<file path="src/rtl/scc_pkg.sv">
// Package for the serial control block: register map, field layouts,
// reset values, bit timing and state encodings.
// Assumes an 8-bit register port and a 16x sample tick.
`default_nettype none

package scc_pkg;

  // ****************************************
  // Register map
  // ****************************************
  localparam logic [7:0] ADDR_LFC = 8'h0e;
  localparam logic [7:0] ADDR_FEC = 8'h0f;
  localparam logic [7:0] ADDR_SR = 8'h10;
  localparam logic [7:0] ADDR_DR = 8'h11;
  localparam logic [7:0] LFC_RESET = 8'h00;
  localparam logic [7:0] FEC_RESET = 8'h00;

  // ****************************************
  // Bit timing
  // ****************************************
  localparam logic [3:0] FRAME_BASE = 4'ha;
  localparam logic [3:0] DATA_BASE = 4'h8;
  localparam logic [3:0] TICK_S1 = 4'h7;
  localparam logic [3:0] TICK_S2 = 4'h8;
  localparam logic [3:0] TICK_S3 = 4'h9;
  localparam logic [3:0] TICK_HALF = 4'h8;
  localparam logic [3:0] TICK_LAST = 4'hf;
  localparam logic [3:0] MARK_LEN = 4'h1;

  // ****************************************
  // Types
  // ****************************************
  typedef struct packed {
    logic rx_ninth_bit;
    logic tx_ninth_bit;
    logic rsv;
    logic char_length_select;
    logic rouse_method_select;
    logic sclk_idle_level;
    logic sclk_phase_select;
    logic last_bit_clock_enable;
  } scc_lfc_t;

  typedef struct packed {
    logic tx_empty_irq_en;
    logic tx_done_irq_en;
    logic rx_full_irq_en;
    logic idle_line_irq_en;
    logic tx_gate;
    logic rx_gate;
    logic rx_sleep;
    logic break_send;
  } scc_fec_t;

  typedef struct packed {
    logic wr;
    logic rd;
    logic [7:0] addr;
    logic [7:0] wdata;
  } scc_bus_req_t;

  typedef enum logic [2:0] {
    TX_OFF = 3'b000,
    TX_MARK = 3'b001,
    TX_PRE = 3'b010,
    TX_BRK = 3'b011,
    TX_DATA = 3'b100
  } scc_tx_st_t;

  typedef enum logic [0:0] {
    RX_WAIT = 1'b0,
    RX_RUN = 1'b1
  } scc_rx_st_t;

  localparam logic [1:0] SYNC_RESET = 2'h3;

endpackage

`default_nettype wire

</file>
<file path="src/rtl/scc_tick.sv">
// Receive pin synchroniser and 16x sample tick divider.
// Assumes the pin is asynchronous to sys_clk.
`default_nettype none

module scc_tick
  import scc_pkg::*;
#(
  parameter logic [7:0] TICK_DIV = 8'h1a
) (
  input wire logic sys_clk,
  input wire logic rst_b,
  input wire logic rx_in_pin,
  output logic rx_line,
  output logic sample_tick
);

  typedef struct packed {
    logic [1:0] sync;
    logic [7:0] cnt;
    logic tick;
  } scc_tick_state_t;

  scc_tick_state_t q;
  scc_tick_state_t d;

  // ****************************************
  // Next state
  // ****************************************
  always_comb begin
    d = q;
    d.sync = {q.sync[0], rx_in_pin};
    d.tick = 1'b0;
    if (q.cnt == TICK_DIV - 8'h01) begin
      d.cnt = 8'h00;
      d.tick = 1'b1;
    end else begin
      d.cnt = q.cnt + 8'h01;
    end
  end

  always_ff @(posedge sys_clk or negedge rst_b) begin
    if (!rst_b) begin
      q <= '0;
      q.sync <= SYNC_RESET;
    end else begin
      q <= d;
    end
  end

  assign rx_line = q.sync[1];
  assign sample_tick = q.tick;

endmodule

`default_nettype wire

</file>
<file path="src/rtl/scc_top.sv">
// Serial control block: format and enable registers, transmitter with
// preamble, break and synchronous clock output, receiver with wake-up.
// Assumes a one-cycle register port and an asynchronous receive pin.
//
// The address-and-strobe port was chosen for this implementation.
`default_nettype none

module scc_top
  import scc_pkg::*;
#(
  parameter logic [7:0] TICK_DIV = 8'h1a
) (
  input wire logic sys_clk,
  input wire logic rst_b,
  input wire scc_bus_req_t bus_req,
  output logic [7:0] bus_rdata,
  input wire logic rx_in_pin,
  output logic tx_out,
  output logic tx_out_en,
  output logic sclk_out,
  output logic sclk_out_en,
  output logic irq_req
);

  typedef struct packed {
    scc_lfc_t lfc;
    scc_fec_t fec;
    logic [7:0] tx_hold;
    logic [7:0] rx_hold;
    logic tx_holding_empty;
    logic tx_done;
    logic rx_holding_full;
    logic line_quiet_flag;
    logic overrun;
    logic noise_flag;
    logic framing_error_flag;
    logic tx_arm;
    logic rx_arm;
    logic idle_armed;
    logic line_idle;
    scc_tx_st_t tx_st;
    logic [10:0] tx_sh;
    logic [3:0] tx_idx;
    logic [3:0] tx_len;
    logic [3:0] tx_tick;
    logic gate_prev;
    logic brk_prev;
    logic pre_pend;
    logic brk_pend;
    logic post_brk;
    scc_rx_st_t rx_st;
    logic [3:0] rx_tick;
    logic [3:0] rx_idx;
    logic [8:0] rx_sh;
    logic [1:0] rx_smp;
    logic rx_noise;
    logic [7:0] idle_cnt;
    logic [7:0] rdata;
    logic txd;
    logic txen;
    logic sclk;
    logic irq;
  } scc_state_t;

  scc_state_t q;
  scc_state_t d;

  logic rx_line;
  logic tick;
  logic m9;
  logic [3:0] flen;
  logic [3:0] nbits;
  logic sr_rd;
  logic dr_rd;
  logic dr_wr;
  logic gate_rise;
  logic pre_now;
  logic brk_now;
  logic tx_edge;
  logic clk_on;
  logic half1;
  logic maj;
  logic noisy;
  logic take;
  scc_lfc_t wl;
  scc_fec_t wf;

  // Frame length in bits: start, data, stop
  function automatic logic [3:0] frame_len(input logic nine);
    return FRAME_BASE + {3'h0, nine};
  endfunction

  scc_tick #(
    .TICK_DIV(TICK_DIV)
  ) u_tick (
    .sys_clk(sys_clk),
    .rst_b(rst_b),
    .rx_in_pin(rx_in_pin),
    .rx_line(rx_line),
    .sample_tick(tick)
  );

  assign m9 = q.lfc.char_length_select;
  assign flen = frame_len(m9);
  assign nbits = DATA_BASE + {3'h0, m9};

  // ****************************************
  // Next state
  // ****************************************
  always_comb begin
    d = q;
    wl = scc_lfc_t'(bus_req.wdata);
    wf = scc_fec_t'(bus_req.wdata);
    sr_rd = bus_req.rd && (bus_req.addr == ADDR_SR);
    dr_rd = bus_req.rd && (bus_req.addr == ADDR_DR);
    dr_wr = bus_req.wr && (bus_req.addr == ADDR_DR);
    gate_rise = q.fec.tx_gate && !q.gate_prev;
    pre_now = q.pre_pend || gate_rise;
    brk_now = q.brk_pend || q.fec.break_send;
    tx_edge = tick && (q.tx_st == TX_OFF || q.tx_tick == TICK_LAST);
    maj = 1'b0;
    noisy = 1'b0;
    take = 1'b0;

    // Register reads, data valid for one cycle
    d.rdata = 8'h00;
    if (bus_req.rd) begin
      case (bus_req.addr)
        ADDR_LFC: d.rdata = q.lfc;
        ADDR_FEC: d.rdata = q.fec;
        ADDR_SR: d.rdata = {q.tx_holding_empty, q.tx_done,
          q.rx_holding_full, q.line_quiet_flag, q.overrun,
          q.noise_flag, q.framing_error_flag, 1'b0};
        ADDR_DR: d.rdata = q.rx_hold;
        default: d.rdata = 8'h00;
      endcase
    end

    // Status read arms the flag clears
    if (sr_rd) begin
      d.tx_arm = q.tx_holding_empty || q.tx_done;
      d.rx_arm = q.rx_holding_full || q.line_quiet_flag || q.overrun ||
        q.noise_flag || q.framing_error_flag;
    end
    if (dr_wr) begin
      d.tx_hold = bus_req.wdata;
      d.tx_arm = 1'b0;
      if (q.tx_arm) begin
        d.tx_holding_empty = 1'b0;
        d.tx_done = 1'b0;
      end
    end
    if (dr_rd && q.rx_arm) begin
      d.rx_arm = 1'b0;
      d.rx_holding_full = 1'b0;
      d.line_quiet_flag = 1'b0;
      d.overrun = 1'b0;
      d.noise_flag = 1'b0;
      d.framing_error_flag = 1'b0;
    end

    // Register writes
    if (bus_req.wr && bus_req.addr == ADDR_LFC) begin
      d.lfc.tx_ninth_bit = wl.tx_ninth_bit;
      d.lfc.char_length_select = wl.char_length_select;
      d.lfc.rouse_method_select = wl.rouse_method_select;
      d.lfc.sclk_idle_level = wl.sclk_idle_level;
      d.lfc.sclk_phase_select = wl.sclk_phase_select;
      d.lfc.last_bit_clock_enable = wl.last_bit_clock_enable;
    end
    if (bus_req.wr && bus_req.addr == ADDR_FEC) begin
      d.fec = wf;
      if (wf.rx_sleep && !q.fec.rx_sleep && q.line_idle &&
          !q.lfc.rouse_method_select) begin
        d.fec.rx_sleep = 1'b0;
      end
    end

    // ****************************************
    // Transmitter
    // ****************************************
    d.gate_prev = q.fec.tx_gate;
    d.brk_prev = q.fec.break_send;
    if (gate_rise) begin
      d.pre_pend = 1'b1;
    end
    if (q.fec.break_send && !q.brk_prev) begin
      d.brk_pend = 1'b1;
    end
    if (tick) begin
      d.tx_tick = (q.tx_st == TX_OFF) ? 4'h0 : q.tx_tick + 4'h1;
    end
    if (tx_edge) begin
      if (q.tx_idx + 4'h1 < q.tx_len) begin
        d.tx_idx = q.tx_idx + 4'h1;
        d.tx_sh = {1'b1, q.tx_sh[10:1]};
      end else begin
        d.tx_idx = 4'h0;
        d.tx_tick = 4'h0;
        d.tx_len = flen;
        d.tx_sh = '1;
        if (!q.fec.tx_gate) begin
          d.tx_st = TX_OFF;
          d.tx_len = MARK_LEN;
        end else if (pre_now) begin
          d.tx_st = TX_PRE;
          d.pre_pend = 1'b0;
        end else if (brk_now) begin
          d.tx_st = TX_BRK;
          d.tx_sh = '0;
          d.brk_pend = 1'b0;
          d.post_brk = 1'b1;
        end else if (q.post_brk) begin
          d.tx_st = TX_MARK;
          d.tx_len = MARK_LEN;
          d.post_brk = 1'b0;
        end else if (!d.tx_holding_empty) begin
          d.tx_st = TX_DATA;
          d.tx_sh = {1'b1, m9 ? q.lfc.tx_ninth_bit : 1'b1,
            q.tx_hold, 1'b0};
          d.tx_holding_empty = 1'b1;
        end else begin
          d.tx_st = TX_MARK;
          d.tx_len = MARK_LEN;
          d.tx_done = 1'b1;
        end
      end
    end

    // Pins follow the shifter; clock only on data bits
    d.txen = (q.tx_st != TX_OFF);
    d.txd = q.tx_sh[0];
    clk_on = (q.tx_st == TX_DATA) && (q.tx_idx != 4'h0) &&
      (q.tx_idx < nbits ||
      (q.tx_idx == nbits && q.lfc.last_bit_clock_enable));
    half1 = q.tx_tick < TICK_HALF;
    d.sclk = q.lfc.sclk_idle_level ^ (clk_on &&
      (q.lfc.sclk_phase_select ? half1 : !half1));

    // ****************************************
    // Receiver
    // ****************************************
    if (!q.fec.rx_gate) begin
      d.rx_st = RX_WAIT;
      d.idle_cnt = 8'h00;
      d.line_idle = 1'b0;
    end else if (tick && q.rx_st == RX_WAIT) begin
      if (!rx_line) begin
        d.rx_st = RX_RUN;
        d.rx_tick = 4'h0;
        d.rx_idx = 4'h0;
        d.rx_noise = 1'b0;
        d.idle_cnt = 8'h00;
        d.line_idle = 1'b0;
      end else if (!q.line_idle) begin
        if (q.idle_cnt + 8'h01 == {flen, 4'h0}) begin
          d.line_idle = 1'b1;
          if (q.fec.rx_sleep) begin
            if (!q.lfc.rouse_method_select) begin
              d.fec.rx_sleep = 1'b0;
            end
          end else if (q.idle_armed) begin
            d.line_quiet_flag = 1'b1;
            d.idle_armed = 1'b0;
          end
        end else begin
          d.idle_cnt = q.idle_cnt + 8'h01;
        end
      end
    end else if (tick) begin
      d.rx_tick = q.rx_tick + 4'h1;
      if (q.rx_tick == TICK_LAST) begin
        d.rx_idx = q.rx_idx + 4'h1;
      end
      if (q.rx_tick == TICK_S1) begin
        d.rx_smp[0] = rx_line;
      end
      if (q.rx_tick == TICK_S2) begin
        d.rx_smp[1] = rx_line;
      end
      if (q.rx_tick == TICK_S3) begin
        maj = (q.rx_smp[0] & q.rx_smp[1]) | (q.rx_smp[0] & rx_line) |
          (q.rx_smp[1] & rx_line);
        noisy = (q.rx_smp[0] != q.rx_smp[1]) || (q.rx_smp[1] != rx_line);
        d.rx_noise = q.rx_noise || noisy;
        if (q.rx_idx == 4'h0) begin
          if (maj) begin
            d.rx_st = RX_WAIT;
          end
        end else if (q.rx_idx <= nbits) begin
          d.rx_sh = {maj, q.rx_sh[8:1]};
        end else begin
          d.rx_st = RX_WAIT;
          take = !q.fec.rx_sleep ||
            (q.lfc.rouse_method_select && q.rx_sh[8]);
          if (q.fec.rx_sleep && take) begin
            d.fec.rx_sleep = 1'b0;
          end
          if (take && d.rx_holding_full) begin
            d.overrun = 1'b1;
          end else if (take && !d.framing_error_flag) begin
            d.rx_holding_full = 1'b1;
            d.rx_hold = m9 ? q.rx_sh[7:0] : q.rx_sh[8:1];
            d.lfc.rx_ninth_bit = m9 & q.rx_sh[8];
            d.noise_flag = q.rx_noise || noisy;
            d.framing_error_flag = !maj;
            d.idle_armed = 1'b1;
          end
        end
      end
    end

    d.irq = (q.fec.tx_empty_irq_en && q.tx_holding_empty) ||
      (q.fec.tx_done_irq_en && q.tx_done) ||
      (q.fec.rx_full_irq_en && (q.rx_holding_full || q.overrun)) ||
      (q.fec.idle_line_irq_en && q.line_quiet_flag);
  end

  always_ff @(posedge sys_clk or negedge rst_b) begin
    if (!rst_b) begin
      q <= '0;
      q.lfc <= scc_lfc_t'(LFC_RESET);
      q.fec <= scc_fec_t'(FEC_RESET);
      q.tx_holding_empty <= 1'b1;
      q.tx_done <= 1'b1;
      q.txd <= 1'b1;
      q.tx_sh <= '1;
    end else begin
      q <= d;
    end
  end

  assign bus_rdata = q.rdata;
  assign tx_out = q.txd;
  assign tx_out_en = q.txen;
  assign sclk_out = q.sclk;
  assign sclk_out_en = q.txen;
  assign irq_req = q.irq;

  // ****************************************
  // Checks
  // ****************************************
  property p_rest_level;
    @(posedge sys_clk) disable iff (!rst_b)
    (q.tx_st != TX_DATA) |=> (sclk_out == $past(q.lfc.sclk_idle_level));
  endproperty
  a_rest_level: assert property (p_rest_level)
    else $error("clock pin not at rest level");

  property p_early_edge;
    @(posedge sys_clk) disable iff (!rst_b)
    (q.tx_st == TX_DATA && q.tx_idx == 4'h1 && q.tx_tick == 4'h0 &&
      q.lfc.sclk_phase_select) |=>
      (sclk_out != $past(q.lfc.sclk_idle_level));
  endproperty
  a_early_edge: assert property (p_early_edge)
    else $error("clock edge missing at bit start");

  property p_last_bit;
    @(posedge sys_clk) disable iff (!rst_b)
    (q.tx_st == TX_DATA && q.tx_idx == nbits &&
      !q.lfc.last_bit_clock_enable) |=>
      (sclk_out == $past(q.lfc.sclk_idle_level));
  endproperty
  a_last_bit: assert property (p_last_bit)
    else $error("last bit clocked while disabled");

  property p_preamble;
    @(posedge sys_clk) disable iff (!rst_b)
    (q.tx_st == TX_PRE) |=> (tx_out && tx_out_en);
  endproperty
  a_preamble: assert property (p_preamble)
    else $error("preamble bit not high");

  property p_finish_byte;
    @(posedge sys_clk) disable iff (!rst_b)
    (q.tx_st == TX_DATA && !q.fec.tx_gate && !tx_edge) |=>
      tx_out_en [*2];
  endproperty
  a_finish_byte: assert property (p_finish_byte)
    else $error("pins released mid byte");

  property p_break_low;
    @(posedge sys_clk) disable iff (!rst_b)
    (q.tx_st == TX_BRK) |=> !tx_out;
  endproperty
  a_break_low: assert property (p_break_low)
    else $error("break bit not low");

  property p_rx_off;
    @(posedge sys_clk) disable iff (!rst_b)
    (!q.fec.rx_gate && !q.rx_holding_full && !q.overrun) |=>
      (!q.rx_holding_full && !q.overrun);
  endproperty
  a_rx_off: assert property (p_rx_off)
    else $error("receiver flag set while disabled");

  property p_sleep_quiet;
    @(posedge sys_clk) disable iff (!rst_b)
    (q.fec.rx_sleep && !q.line_quiet_flag) |=> !q.line_quiet_flag;
  endproperty
  a_sleep_quiet: assert property (p_sleep_quiet)
    else $error("idle flag set while asleep");

  property p_irq_gate;
    @(posedge sys_clk) disable iff (!rst_b)
    (q.fec[7:4] == 4'h0) |=> !irq_req;
  endproperty
  a_irq_gate: assert property (p_irq_gate)
    else $error("interrupt with all sources disabled");

  property p_empty_hold;
    @(posedge sys_clk) disable iff (!rst_b)
    (q.tx_holding_empty && !q.tx_arm && dr_wr) |=> q.tx_holding_empty;
  endproperty
  a_empty_hold: assert property (p_empty_hold)
    else $error("empty flag cleared without status read");

endmodule

`default_nettype wire
</file>
<file path="config.mk">
export PLATFORM = sky130hd
export DESIGN_NAME = scc_top
export DESIGN_NICKNAME = d
export VERILOG_FILES = /design/src/rtl/scc_pkg.sv /design/src/rtl/scc_tick.sv /design/src/rtl/scc_top.sv
export SDC_FILE = /design/constraint.sdc
export NUM_CORES = 1
export LEC_CHECK = 0
export BUFFER_PORTS_ARGS = -buffer_cell sky130_fd_sc_hd__buf_2
export CAP_MARGIN = 20
export CORE_MARGIN = 2
export CORE_UTILIZATION = 43
export DETAILED_ROUTE_END_ITERATION = 12
export HOLD_SLACK_MARGIN = 0.06
export SLEW_MARGIN = 0
export SYNTH_ARGS = -nofsm -noshare
export SYNTH_HDL_FRONTEND = slang
export SYNTH_SLANG_ARGS = --single-unit
</file>
<file path="constraint.sdc">
create_clock -name sys_clk -period 5.35 [get_ports sys_clk]
set_input_delay 0.8025 -clock sys_clk [delete_from_list [all_inputs] [get_ports sys_clk]]
set_output_delay 0.8025 -clock sys_clk [all_outputs]
set_load 0.01 [all_outputs]
</file>
# Word-level counts from Yosys, hierarchy flattened
# Cells that the tools add are included.
op_classes:
  n_addsub: 8
  n_lt_le_gt_ge: 4
  n_eq_ne: 31
  muxes: 120
  bitwise: 14
  n_reduce_logical: 70
ops:
  columns: ["cell", "count"]
  rows:
  - ["8-bit 2-to-1 mux", 8]
  - ["1-bit 2-to-1 mux", 60]
  - ["9-bit 2-to-1 mux", 5]
  - ["4-bit 2-to-1 mux", 10]
  - ["3-bit 2-to-1 mux", 12]
  - ["8-bit case mux with 4 select lines", 1]
  - ["2-bit 2-to-1 mux", 15]
  - ["1-bit logical AND", 25]
  - ["8-bit by 5-bit equality test with 1-bit output (second input constant)", 3]
  - ["11-bit 2-to-1 mux", 2]
  - ["21-bit 2-to-1 mux", 1]
  - ["10-bit 2-to-1 mux", 2]
  - ["4-bit AND reduction", 5]
  - ["4-bit by 1-bit adder with 4-bit output (second input constant)", 4]
  - ["8-bit by 1-bit adder with 8-bit output (second input constant)", 2]
  - ["4-bit equality test (second input constant)", 4]
  - ["8-bit by 4-bit equality test with 1-bit output (second input constant)", 2]
  - ["1-bit logical OR", 16]
  - ["15-bit 2-to-1 mux", 1]
  - ["14-bit 2-to-1 mux", 1]
  - ["2-bit != test (second input constant)", 6]
  - ["2-bit nonzero test", 6]
  - ["11-bit AND reduction", 1]
  - ["5-bit 2-to-1 mux", 2]
  - ["other kinds (27)", 53]
totals:
  register_bits: 125
  in_bits: 21
  out_inout_bits: 13
  word_cells: 301

# Logic depth before layout (Yosys ltp)
# Gate-level depths: netlist of the first run.
logic_depth:
  ltp_word: 14
  depth_mapped: 10
  depth_no_buf: 9

# Cells and area by module
# Synthesis of the first run repeated with hierarchy kept, for this count alone.
hier_totals:
  cells_unflattened: 593
  area_unflattened_um2: 6208.5
by_module_without_submodules:
  columns: ["mod", "instances", "cells_per_inst", "area_per_inst_um2", "seq_area_each_um2"]
  rows:
  - ["scc_top", 1, 556, 5745.5, 2820.2]
  - ["scc_tick", 1, 37, 462.9, 277.8]

# Least setup slack after synthesis of the first run
# OpenSTA, ideal clock, no wires.
synth_path:
  kind: "flip-flop to flip-flop"
  startpoint: "reg q[54] (netlist bit)"
  endpoint: "reg q[71] (netlist bit)"
  setup_time_ps: 122
  arrival_ps: 2212
  required_time_ps: 5228
  slack_ps: 3016
  path_stages_with_launch: 10
  n_path_buf: 1
  synth_period_minus_slack_ps: 2334
  path_cell_list: "dfrtp_1 -> inv_1 -> ha_1 -> ha_1 -> a21boi_0 -> o31ai_1 -> a21oi_2 -> and3_1 -> buf_2 -> a32o_1"
synth_via:
  elab_chain_cells: 4
synth_rtl:
  columns: ["element", "line_no", "text"]
  rows:
  - ["start, declared", "scc_top.sv:65", "scc_state_t q;"]
  - ["4-bit by 1-bit adder with 4-bit output", "scc_top.sv:194", "if (q.tx_idx + 4'h1 < q.tx_len) begin"]
  - ["4-bit less-than comparator", "scc_top.sv:194", null]
  - ["1-bit NOT (no line)", null, null]
  - ["2-bit AND reduction (no line)", null, null]
# Every way passes these cells.
# A chain may end at the register's enable or synchronous reset.

# Final worst setup path of the first run
layout_path:
  startpoint: "reg q[54] (netlist bit)"
  endpoint: "reg q[62] (netlist bit)"
layout_via:
  elab_chain_cells: 3
layout_rtl:
  columns: ["element", "line_no"]
  rows:
  - ["4-bit by 1-bit adder with 4-bit output", "scc_top.sv:194"]
  - ["4-bit less-than comparator", "scc_top.sv:194"]
  - ["15-bit 2-to-1 mux", "scc_top.sv:194"]
# Every way passes these cells.

==> results of run 1 <==
Yosys cell counts, types with 3 or more instances:
cell      instances  share of area, %
o211ai_1          7              0.88
mux2i_1          14               2.3
o21ai_0          51               4.3
a22oi_1          13               1.6
a222oi_1          3              0.50
nor4b_1           3              0.44
a32oi_1           3              0.44
inv_1            19               1.2
a22o_1            4              0.59
nand2b_1          5              0.52
ha_1             17               3.6
buf_4            10               1.3
nand2_1          61               3.8
and2_1            3              0.31
mux2_2           30               5.7
nor3_1            9              0.75
clkbuf_1         18               1.1
nand3_1          23               1.9
or3_1             9              0.94
xnor2_1           6              0.88
dfrtp_1         107                45
and3b_1           3              0.44
dfstp_2          16               7.0
nor2_1           32               2.0
a211oi_1          3              0.38
nand4_1           5              0.52
o31ai_1           5              0.63
a21oi_1          30               2.5
nor4_1            5              0.52
xor2_1            9               1.3
o21a_1            3              0.38
buf_2             4              0.34
and3_1           10               1.0
path summary, 6_finish.rpt:
check	end	slack, ps
setup / recovery	q[62]	2650
hold / removal	u_tick.rx_line	350
setup reg to reg	q[62]	2650
hold reg to reg	u_tick.rx_line	350
max in group asynchronous	m9	3560
min in group asynchronous	u_tick.q[5]	480
power by group through the flow:
stage	clock network (mW)	logic (mW)	registers, mW
floorplan	0	0.0443	0.975
global placement	0	0.0812	0.982
detailed placement	0	0.0830	0.982
CTS	1.19	0.0835	0.967
global route	1.23	0.0938	0.969
finish	1.16	0.0813	0.968
final cells by class:
type | count | share of cell area (%)
multi-input cells | 397 | 38.41
well taps | 180 | 3.303
clock buffers | 24 | 7.212
repair buffers | 37 | 2.900
inverters | 19 | 1.046
flip-flops and latches | 123 | 45.44
clock inverters | 8 | 1.688
metal layers:
metal	GRT usage [%]	vias up	part of all wire, %
met5	0	-	0
met4	5.460	0	0.80
li1	-	2100	-
met3	5.103	8	3.5
met1	25.18	2133	48
met2	29.50	83	48
cells in the final DEF, fill, tap and decap left out, drive strengths merged, types with 4 or more instances in the layout:
master	netlist	final
nand2b	5	5
a22oi	13	13
a211oi	5	5
mux2i	14	14
clkinv	0	5
o211ai	8	8
or3	9	9
nand2	61	61
nand3	23	23
dfstp	16	16
xnor2	6	6
clkbuf	19	24
nor2	32	32
mux2	30	30
nor3	10	10
nor4b	4	4
xor2	9	9
a22o	4	4
ha	17	17
nor4	6	6
o31ai	5	5
inv	19	19
nand4	5	5
and3	10	10
dfrtp	107	107
a21oi	31	31
o21ai	53	53
buf	16	37
flip-flops by register name, indices dropped and copies added, names as in the netlist, 3 cells and up:
signal,cells
q,96
bus_rdata,8
u_tick.q,8
d,3
worst max-delay path: stages (launching register included):
cell	delay (ps)
dfrtp_1	390
inv_1	110
ha_1	320
ha_1	270
a21boi_0	120
o31ai_1	410
nand2_1	380
or3_1	400
o21ai_0	110
a21oi_1	90
cell families after synthesis:
| kind of cell | Yosys count | synth area share [%] |
|---|---|---|
| buffers and inverters | 54 | 4.254 |
| DFF | 123 | 51.89 |
| adders and majority gates | 17 | 3.562 |
| muxes | 44 | 8.005 |
| AOI/OAI and AO/OA | 141 | 15.07 |
| xor gates and xnor gates | 15 | 2.200 |
| and+or+nand+nor | 180 | 15.03 |
==> impl_metrics.py, run 1 <==
metrics = {
    "run_status": {
        "status": "complete, no violations",
    },
    "power_and_ir_drop": {
        "p_leak_nw": 3.043,
        "p_sw_mw": 0.4530,
        "ir_worst_vdd_v": 0.0002021,
        "sw_frac_of_total_pct": 20.51,
        "combPwrFrac_pct": 3.7,
        "power_mw": 2.209,
        "seqPwrFrac_pct": 43.8,
        "clockPowerShare_pct": 52.5,
        "internal_power_mw": 1.756,
        "cellPowerDensity_nw_per_um2": 324.0,
    },
    "placement": {
        "hpwl_mm": 8.742,
        "gp_congestion": 0.8451,
        "dp_cells": 755,
        "dpl_worst_slack_ps": 2241,
        "portBuffers": 33,
        "place_area_sq_um": 6203,
    },
    "worst_hold_path": {
        "hold_path.class": "reg -> reg",
        "worstHoldPathCells": 0,
        "hp-start": "u_tick.d[10]",
    },
    "sta": {
        "setup_viol": 0,
        "hold_viol_final": 0,
        "period_needed_ps": 2703,
        "tightest_slew_ps": 865.5,
        "max_freq_mhz": 369.9,
        "finClkSkew_ps": 7.852,
        "fin_ws_ps": 2647,
        "period_share_pct": 50.53,
        "rsz0062_at_grt": "false",
        "drv_slew": 0,
        "tns_ps": 0,
        "holdWs_ps": 354.2,
        "relSlewSlack_pct": 41.77,
    },
    "die": {
        "row_count": 43,
        "ios": 34,
        "dieHeight_microns": 121.8,
        "die_x_microns": 121.8,
        "initial_core_util_pct": 43.52,
        "die_area_sq_um": 14840,
        "core_area_sq_um": 13720,
    },
    "logic_synthesis": {
        "syn-num-nets": 612,
        "async_reset_ff_share_pct": 100.0,
        "synth_edf_count": 0,
        "ys_ff_latch": 123,
        "avgSynthCellArea_sq_um": 10.40,
        "netlist_area_sq_um": 5971,
        "ys_warn_count": 0,
        "synth_cell_types": 59,
        "seq_area_frac_synth_pct": 51.89,
        "synth-main-ff-cell": "dfrtp_1",
        "syn_inst": 574,
    },
    "global_routing": {
        "antenna_found_initial": 0,
        "grt_pass1_vias": 4313,
        "grt_max_degree": 65,
        "grt_overflow": 0,
        "grtUsageTotal_pct": 18.64,
        "grt_pass1_wl_mm": 21.51,
    },
    "routing": {
        "first_pass_iters": 6,
        "wire_per_inst_microns": 16.20,
        "vias_per_cell": 5.487,
        "finalWirelength_mm": 12.77,
        "vias": 4324,
        "final_antenna_net_count": 0,
        "drc": 0,
        "drt_iter0_markers": 457,
    },
    "clocking": {
        "numCtsBuffers": 17,
        "clock-root-buffer": "clkbuf_16",
        "clk_pin_slew_ps": 50,
        "cts_buffer_depth": 2,
        "hold_buffers": 0,
        "postCtsSetupBuffers": 0,
        "clk_latency_ps": 410,
        "ctsResizeCount": 0,
        "clock_sinks": 123,
        "cts_tree": "yes",
        "ctsHtreeMaxLevel": 4,
    },
    "final_layout": {
        "finalNonFillerCells": 788,
        "multiInputGateArea_sq_um": 2619,
        "drive_above_1_share_pct": 19.90,
        "antenna_cells": 0,
        "nFillCells": 1234,
        "final_cell_area_sq_um": 6818,
        "design.final.nets": 633,
        "regArea_sq_um": 3098,
        "syn_to_final_growth_pct": 14.19,
        "fin_util_pct": 49.69,
    },
    "worst_setup_path": {
        "crit_start": "q[54]",
        "worstPathArrival_ps": 3000,
        "critPathKind": "reg -> reg",
        "end_kind": "register",
        "r2r_start": "q[54]",
        "reg2reg_depth": 9,
        "crit_path_start_kind": "register",
        "worstPathRequired_ps": 5650,
        "path_max_fanout": 15,
    },
    "run": {
        "cap_violations": 0,
    },
}
Power figures use the tool's default switching activity.
==> run 2, diff against run 1 <==
- ABC_AREA: not set -> 1
- clock period: 5.35 -> 2.49 ns (I/O delays scaled with it)
==> run 2 against run 1 <==
Synthesized cell count grew 33%. Power increased by 130%. Non-clock buffer count rose by 10. Wire length grew 8.2%. Worst setup slack got worse by 2500 ps. Maximum frequency grew 15%. Cell area increased by 6.4%. Clock power up 130%. Critical path depth is 1 higher. Largest power group unchanged. First-iteration DRC count down 31%. Sequential power grew 120%.
==> impl_metrics.py, run 2 <==
metrics = {
    "run_status": {
        "status": "complete, no violations",
    },
    "routing": {
        "drc": 0,
        "drt_iter0_markers": 316,
        "vias_per_cell": 5.009,
        "final_antenna_net_count": 0,
        "vias": 5024,
        "highest_layer": "met4",
        "wl_met2_mm": 6.730,
        "wire_per_inst_microns": 13.77,
        "met3_length_microns": 387,
        "finalWirelength_mm": 13.81,
        "first_pass_iters": 5,
        "wirelength_met1_mm": 6.485,
    },
    "sta": {
        "setup_viol": 0,
        "hold_viol_final": 0,
        "tightest_slew_ps": 936.9,
        "period_needed_ps": 2356,
        "drv_slew": 0,
        "finClkSkew_ps": 8.779,
        "relSlewSlack_pct": 36.97,
        "max_freq_mhz": 424.4,
        "fin_ws_ps": 133.7,
        "holdWs_ps": 183.9,
        "rsz0062_at_grt": "true",
        "period_share_pct": 94.63,
    },
    "final_layout": {
        "antenna_cells": 0,
        "design.final.nets": 844,
        "syn_to_final_growth_pct": 16.09,
        "finalNonFillerCells": 1003,
        "largest_reg_flops": 96,
        "drive_above_1_share_pct": 16.85,
        "layout_commonest_cell": "nand2_1",
        "mostFrequentLayoutCells": "nand2_1 (179), dfrtp_1 (107), inv_1 (100)",
        "regMostFlops": "q",
    },
    "global_routing": {
        "grt_pass1_vias": 4922,
        "grtUsageTotal_pct": 18.89,
        "grt_pass1_wl_mm": 23.75,
        "antenna_found_initial": 0,
        "grt_overflow": 0,
        "grt_max_degree": 45,
    },
    "logic_synthesis": {
        "ys_top_cells_by_count": "nand2_1 (179), dfrtp_1 (107), inv_1 (100)",
        "syn_inst": 763,
        "seq_area_frac_synth_pct": 49.56,
        "avgSynthCellArea_sq_um": 8.193,
        "ys_warn_count": 0,
        "async_reset_ff_share_pct": 100.0,
        "synth-main-ff-cell": "dfrtp_1",
        "netlist_area_sq_um": 6251,
        "yosysMostFrequentCell": "nand2_1",
        "ys_ff_latch": 123,
        "synth_edf_count": 0,
        "synth_top_area_cell": "dfrtp_1",
        "synth_cell_types": 44,
        "synth.top_cell.area_share_pct": 42.83,
        "synth.area.top_cells": "dfrtp_1 (43%), nand2_1 (11%), dfstp_2 (6.7%)",
        "syn-num-nets": 801,
    },
    "worst_setup_path": {
        "worstPathRequired_ps": 2820,
        "critPathKind": "reg -> reg",
        "crit_path_start_kind": "register",
        "worstPathArrival_ps": 2690,
        "path_max_fanout": 14,
        "end_kind": "register",
    },
    "die": {
        "initial_core_util_pct": 43.50,
        "dieHeight_microns": 124.6,
        "die_x_microns": 124.6,
        "row_count": 44,
        "ios": 34,
        "die_area_sq_um": 15520,
        "core_area_sq_um": 14370,
    },
    "run": {
        "cap_violations": 0,
    },
    "placement": {
        "hpwl_mm": 9.925,
        "gp_congestion": 0.8606,
        "dpl_worst_slack_ps": 104.6,
        "dp_cells": 968,
        "portBuffers": 33,
    },
    "clocking": {
        "clk_pin_slew_ps": 60,
        "clock-root-buffer": "clkbuf_16",
        "ctsHtreeMaxLevel": 4,
        "clock_sinks": 123,
        "numCtsBuffers": 17,
        "cts_buffer_depth": 2,
        "clk_latency_ps": 420,
        "cts_tree": "yes",
    },
    "power_and_ir_drop": {
        "internal_power_mw": 3.842,
        "sw_frac_of_total_pct": 23.02,
        "ir_worst_vdd_v": 0.0005069,
        "combPwrFrac_pct": 5.0,
        "seqPwrFrac_pct": 42.1,
        "cellPowerDensity_nw_per_um2": 687.7,
        "p_leak_nw": 3.611,
        "power_mw": 4.991,
        "clockPowerShare_pct": 52.9,
        "p_sw_mw": 1.149,
    },
    "worst_hold_path": {
        "hold_path.class": "in -> reg",
    },
}
## run 2: cell types whose count changed after synthesis, moves of 13 or more
| cell | delta |
|---|---|
| nand2_1 | +118 |
| inv_1 | +81 |
| nor2_1 | +52 |
| nand3_1 | +33 |
| mux2_2 | -30 |
| clkbuf_1 | -14 |
| mux2i_1 | -14 |
| a21oi_1 | -13 |
## run 2: path summary, 6_finish.rpt
kind	slack, ps	depth (start not counted)	from	endpoint
max in group asynchronous	1250	3	rst_b	q[65]
min reg2reg	360	0	u_tick.d[10]	u_tick.rx_line
min in group asynchronous	510	2	rst_b	u_tick.q[5]
min	180	3	bus_req[5]	q[96]
max	130	10	q[54]	q[46]
max reg2reg	130	10	q[54]	q[46]
## run 2: layer usage
layer / vias up / global-route usage (%)
met5: - / 0
met4: 0 / 7.469
met3: 14 / 4.381
met2: 70 / 30.41
met1: 2402 / 24.78
li1: 2538 / -
## run 2: through the flow
| step | util [%] | TNS, ps | cell area [sq um] |
|---|---|---|---|
| 6_report | 50.51 | 0 | 7257 |
| 5_1_grt | 50.51 | -12.27 | 7257 |
| 4_1_cts | 50.44 | 0 | 7247 |
| 3_5_place_dp | 45.89 | 0 | 6594 |
| 3_3_place_gp | 45.89 | 0 | 6594 |
| 2_1_floorplan | - | 0 | 6251 |
## run 2: final cells by class
type | instances | area [sq um]
Fill cell | 1347 | 7112
Sequential cell | 123 | 3098
Multi-Input combinational cell | 510 | 2601
Clock buffer | 18 | 439.2
Inverter | 107 | 404.1
Timing Repair Buffer | 47 | 290.3
Tap cell | 184 | 230.2
Clock inverter | 14 | 193.9
## run 2: cell families (layout without fill, tap and decap cells)
kind of cell             Yosys count  count (layout)  synth area share, %
AO/OA/AOI/OAI                    121             121                11.25
XOR/XNOR                           7               7               0.9808
adder cells (fa/ha/maj)           17              17                3.403
buffers and inverters            130             186                8.827
flip-flops                       123             123                49.56
AND/OR/NAND/NOR                  365             365                25.98
## run 2: worst max-delay path, cell delays in order (launching register included)
cell and delay [ps]:
dfrtp_1 430, inv_1 100, ha_1 320, ha_1 280, a21boi_0 120, o21ai_0 210
nand2_2 210, inv_4 210, nor2_4 70, buf_4 160, a211oi_1 160
## run 2: what timing repair did
action / 4_1_cts / 5_1_grt
hold buffers: 2 / 0
setup endpoints to repair: 0 / 5
gates resized for setup: 0 / 2
buffers inserted: 0 / 1
hold endpoints to repair: 40 / 0
## run 2: power by group through the flow
stage          logic (mW)  registers (mW)  clock network [mW]
2_1_floorplan       0.134            2.12                   0
3_3_place_gp        0.243            2.13                   0
3_5_place_dp        0.248            2.14                   0
4_1_cts             0.253            2.10                2.69
5_1_grt             0.290            2.11                2.78
6_report            0.247            2.10                2.64
==> run 3, diff against run 2 <==
- PLACE_DENSITY: not set -> 0.65
==> run 3 against run 2 <==
Non-clock buffer count is 1 lower. Critical path depth stayed put. Wire length is 3.5% lower. Worst hold slack worse by 3.9 ps. Count of clock-buffer cells in the layout is 1 higher. First-iteration DRC count is 2.2% higher. Clock power is 3% lower. Utilization is 0.078 points lower. Worst setup slack better by 140 ps. Cell count hardly changed. Via count is 0.60% lower. Critical endpoint is now q[86].
==> impl_metrics.py, run 3 (synthesis results as in run 2) <==
metrics = {
    "placement": {
        "dp_cells": 965,
        "portBuffers": 33,
        "hpwl_mm": 9.449,
        "gp_congestion": 0.8165,
        "place_area_sq_um": 6584,
    },
    "clocking": {
        "cts_tree": "yes",
        "ctsHtreeMaxLevel": 4,
        "clock_sinks": 123,
        "cts_buffer_depth": 2,
        "clk_pin_slew_ps": 60,
        "clock-root-buffer": "clkbuf_16",
        "clk_latency_ps": 420,
        "numCtsBuffers": 17,
    },
    "die": {
        "ios": 34,
        "die_area_sq_um": 15520,
        "core_area_sq_um": 14370,
        "row_count": 44,
        "dieHeight_microns": 124.6,
        "die_x_microns": 124.6,
        "initial_core_util_pct": 43.50,
    },
    "power_and_ir_drop": {
        "p_leak_nw": 3.594,
        "ir_worst_vdd_v": 0.0005136,
        "combPwrFrac_pct": 5.0,
        "sw_frac_of_total_pct": 23.20,
        "seqPwrFrac_pct": 42.9,
        "cellPowerDensity_nw_per_um2": 676.9,
        "internal_power_mw": 3.767,
        "power_mw": 4.904,
        "p_sw_mw": 1.138,
        "clockPowerShare_pct": 52.2,
    },
    "final_layout": {
        "antenna_cells": 0,
        "layout_commonest_cell": "nand2_1",
        "mostFrequentLayoutCells": "nand2_1 (179), dfrtp_1 (107), inv_1 (100)",
        "drive_above_1_share_pct": 16.75,
        "syn_to_final_growth_pct": 15.91,
        "nFillCells": 1333,
        "final_cell_area_sq_um": 7246,
        "finalNonFillerCells": 1002,
        "largest_reg_flops": 96,
        "regMostFlops": "q",
        "design.final.nets": 843,
    },
    "routing": {
        "drc": 0,
        "wire_per_inst_microns": 13.30,
        "first_pass_iters": 5,
        "final_antenna_net_count": 0,
        "vias_per_cell": 4.984,
        "finalWirelength_mm": 13.33,
        "vias": 4994,
        "drt_iter0_markers": 323,
    },
    "sta": {
        "period_needed_ps": 2217,
        "holdWs_ps": 180.0,
        "drv_slew": 0,
        "period_share_pct": 89.04,
        "setup_viol": 0,
        "max_freq_mhz": 451.0,
        "finClkSkew_ps": 9.607,
        "tns_ps": 0,
        "tightest_slew_ps": 678.7,
        "rsz0062_at_grt": "false",
        "hold_viol_final": 0,
        "relSlewSlack_pct": 54.75,
    },
    "global_routing": {
        "grt_overflow": 0,
        "grt_pass1_vias": 4727,
        "grt_max_degree": 52,
        "grt_pass1_wl_mm": 23.10,
        "grtUsageTotal_pct": 18.51,
        "antenna_found_initial": 0,
    },
    "worst_setup_path": {
        "critPathKind": "reg -> reg",
        "worstPathRequired_ps": 2790,
        "crit_path_start_kind": "register",
        "worstPathArrival_ps": 2510,
        "ff2ff_setup_slack_ps": 270,
        "end_kind": "register",
        "reg2reg_depth": 10,
        "path_max_fanout": 20,
    },
    "run": {
        "cap_violations": 0,
    },
    "run_status": {
        "status": "complete, no violations",
    },
    "worst_hold_path": {
        "worstHoldPathCells": 3,
        "hold_path.class": "in -> reg",
    },
}
==> run 3: changes by cell type in the layout (fill, tap and decap cells not counted), sizes merged <==
cell	delta
buf	-1
bufinv	-1
clkbuf	+1
clkinvlp	+3
clkinv	-4
inv	+1
==> run 3: timing repair <==
item | in CTS | in global routing
endpoints found under the setup margin | 0 | 15
buffers inserted | 0 | 3
hold buffers | 2 | 0
gates resized for setup | 0 | 2
hold endpoints to repair | 36 | 0
==> run 3: final timing paths <==
check,to,startpoint
worst max-delay path,q[86],q[32]
worst min-delay path,q[98],bus_req[7]
worst max register to register,q[86],q[32]
worst min register to register,u_tick.rx_line,u_tick.d[10]
max in group asynchronous,q[26],rst_b
min in group asynchronous,u_tick.q[1],rst_b
==> run 3: power by group through the flow <==
stage	clock network (mW)	logic [mW]	registers [mW]
floorplan	0	0.134	2.12
global placement	0	0.240	2.13
finish	2.56	0.243	2.10
CTS	2.60	0.248	2.10
global route	2.70	0.288	2.11
detailed placement	0	0.244	2.13
==> run 3: worst max-delay path, cell delays in order, from the launching register on <==
cell and delay [ps]:
dfrtp_1 420, inv_1 90, ha_1 290, o21ai_1 120, nand2_1 120, nor3_2 230, nand2_1 140, nor2_4 150
nand2_2 280, nand2_1 190, o21ai_2 60
==> run 3: cell type report <==
| cell class | count | area, sq um | area share (%) |
|---|---|---|---|
| well taps | 184 | 230.2 | 3.177 |
| clock inverters | 13 | 163.9 | 2.262 |
| inverters | 107 | 404.1 | 5.578 |
| multi-input cells | 510 | 2601 | 35.90 |
| repair buffers | 46 | 295.3 | 4.075 |
| clock buffers | 19 | 452.9 | 6.251 |
| flip-flops and latches | 123 | 3098 | 42.76 |
==> run 3: layer usage <==
metal  part of all wire [%]  vias to the layer above  track usage (%)
met4                    1.6                        0            5.882
met5                      0                        -                0
met3                    3.6                       21            5.155
met2                     46                       76            28.48
met1                     49                     2350            25.48
li1                       -                     2547                -
==> run 3: metrics by stage <==
step / utilization (%) / setup WS, ps
floorplan: - / 488.4
global placement: 45.82 / 228.7
detailed placement: 45.82 / 117.4
CTS: 50.25 / 113.3
global route: 50.43 / 75.81
finish: 50.43 / 272.9
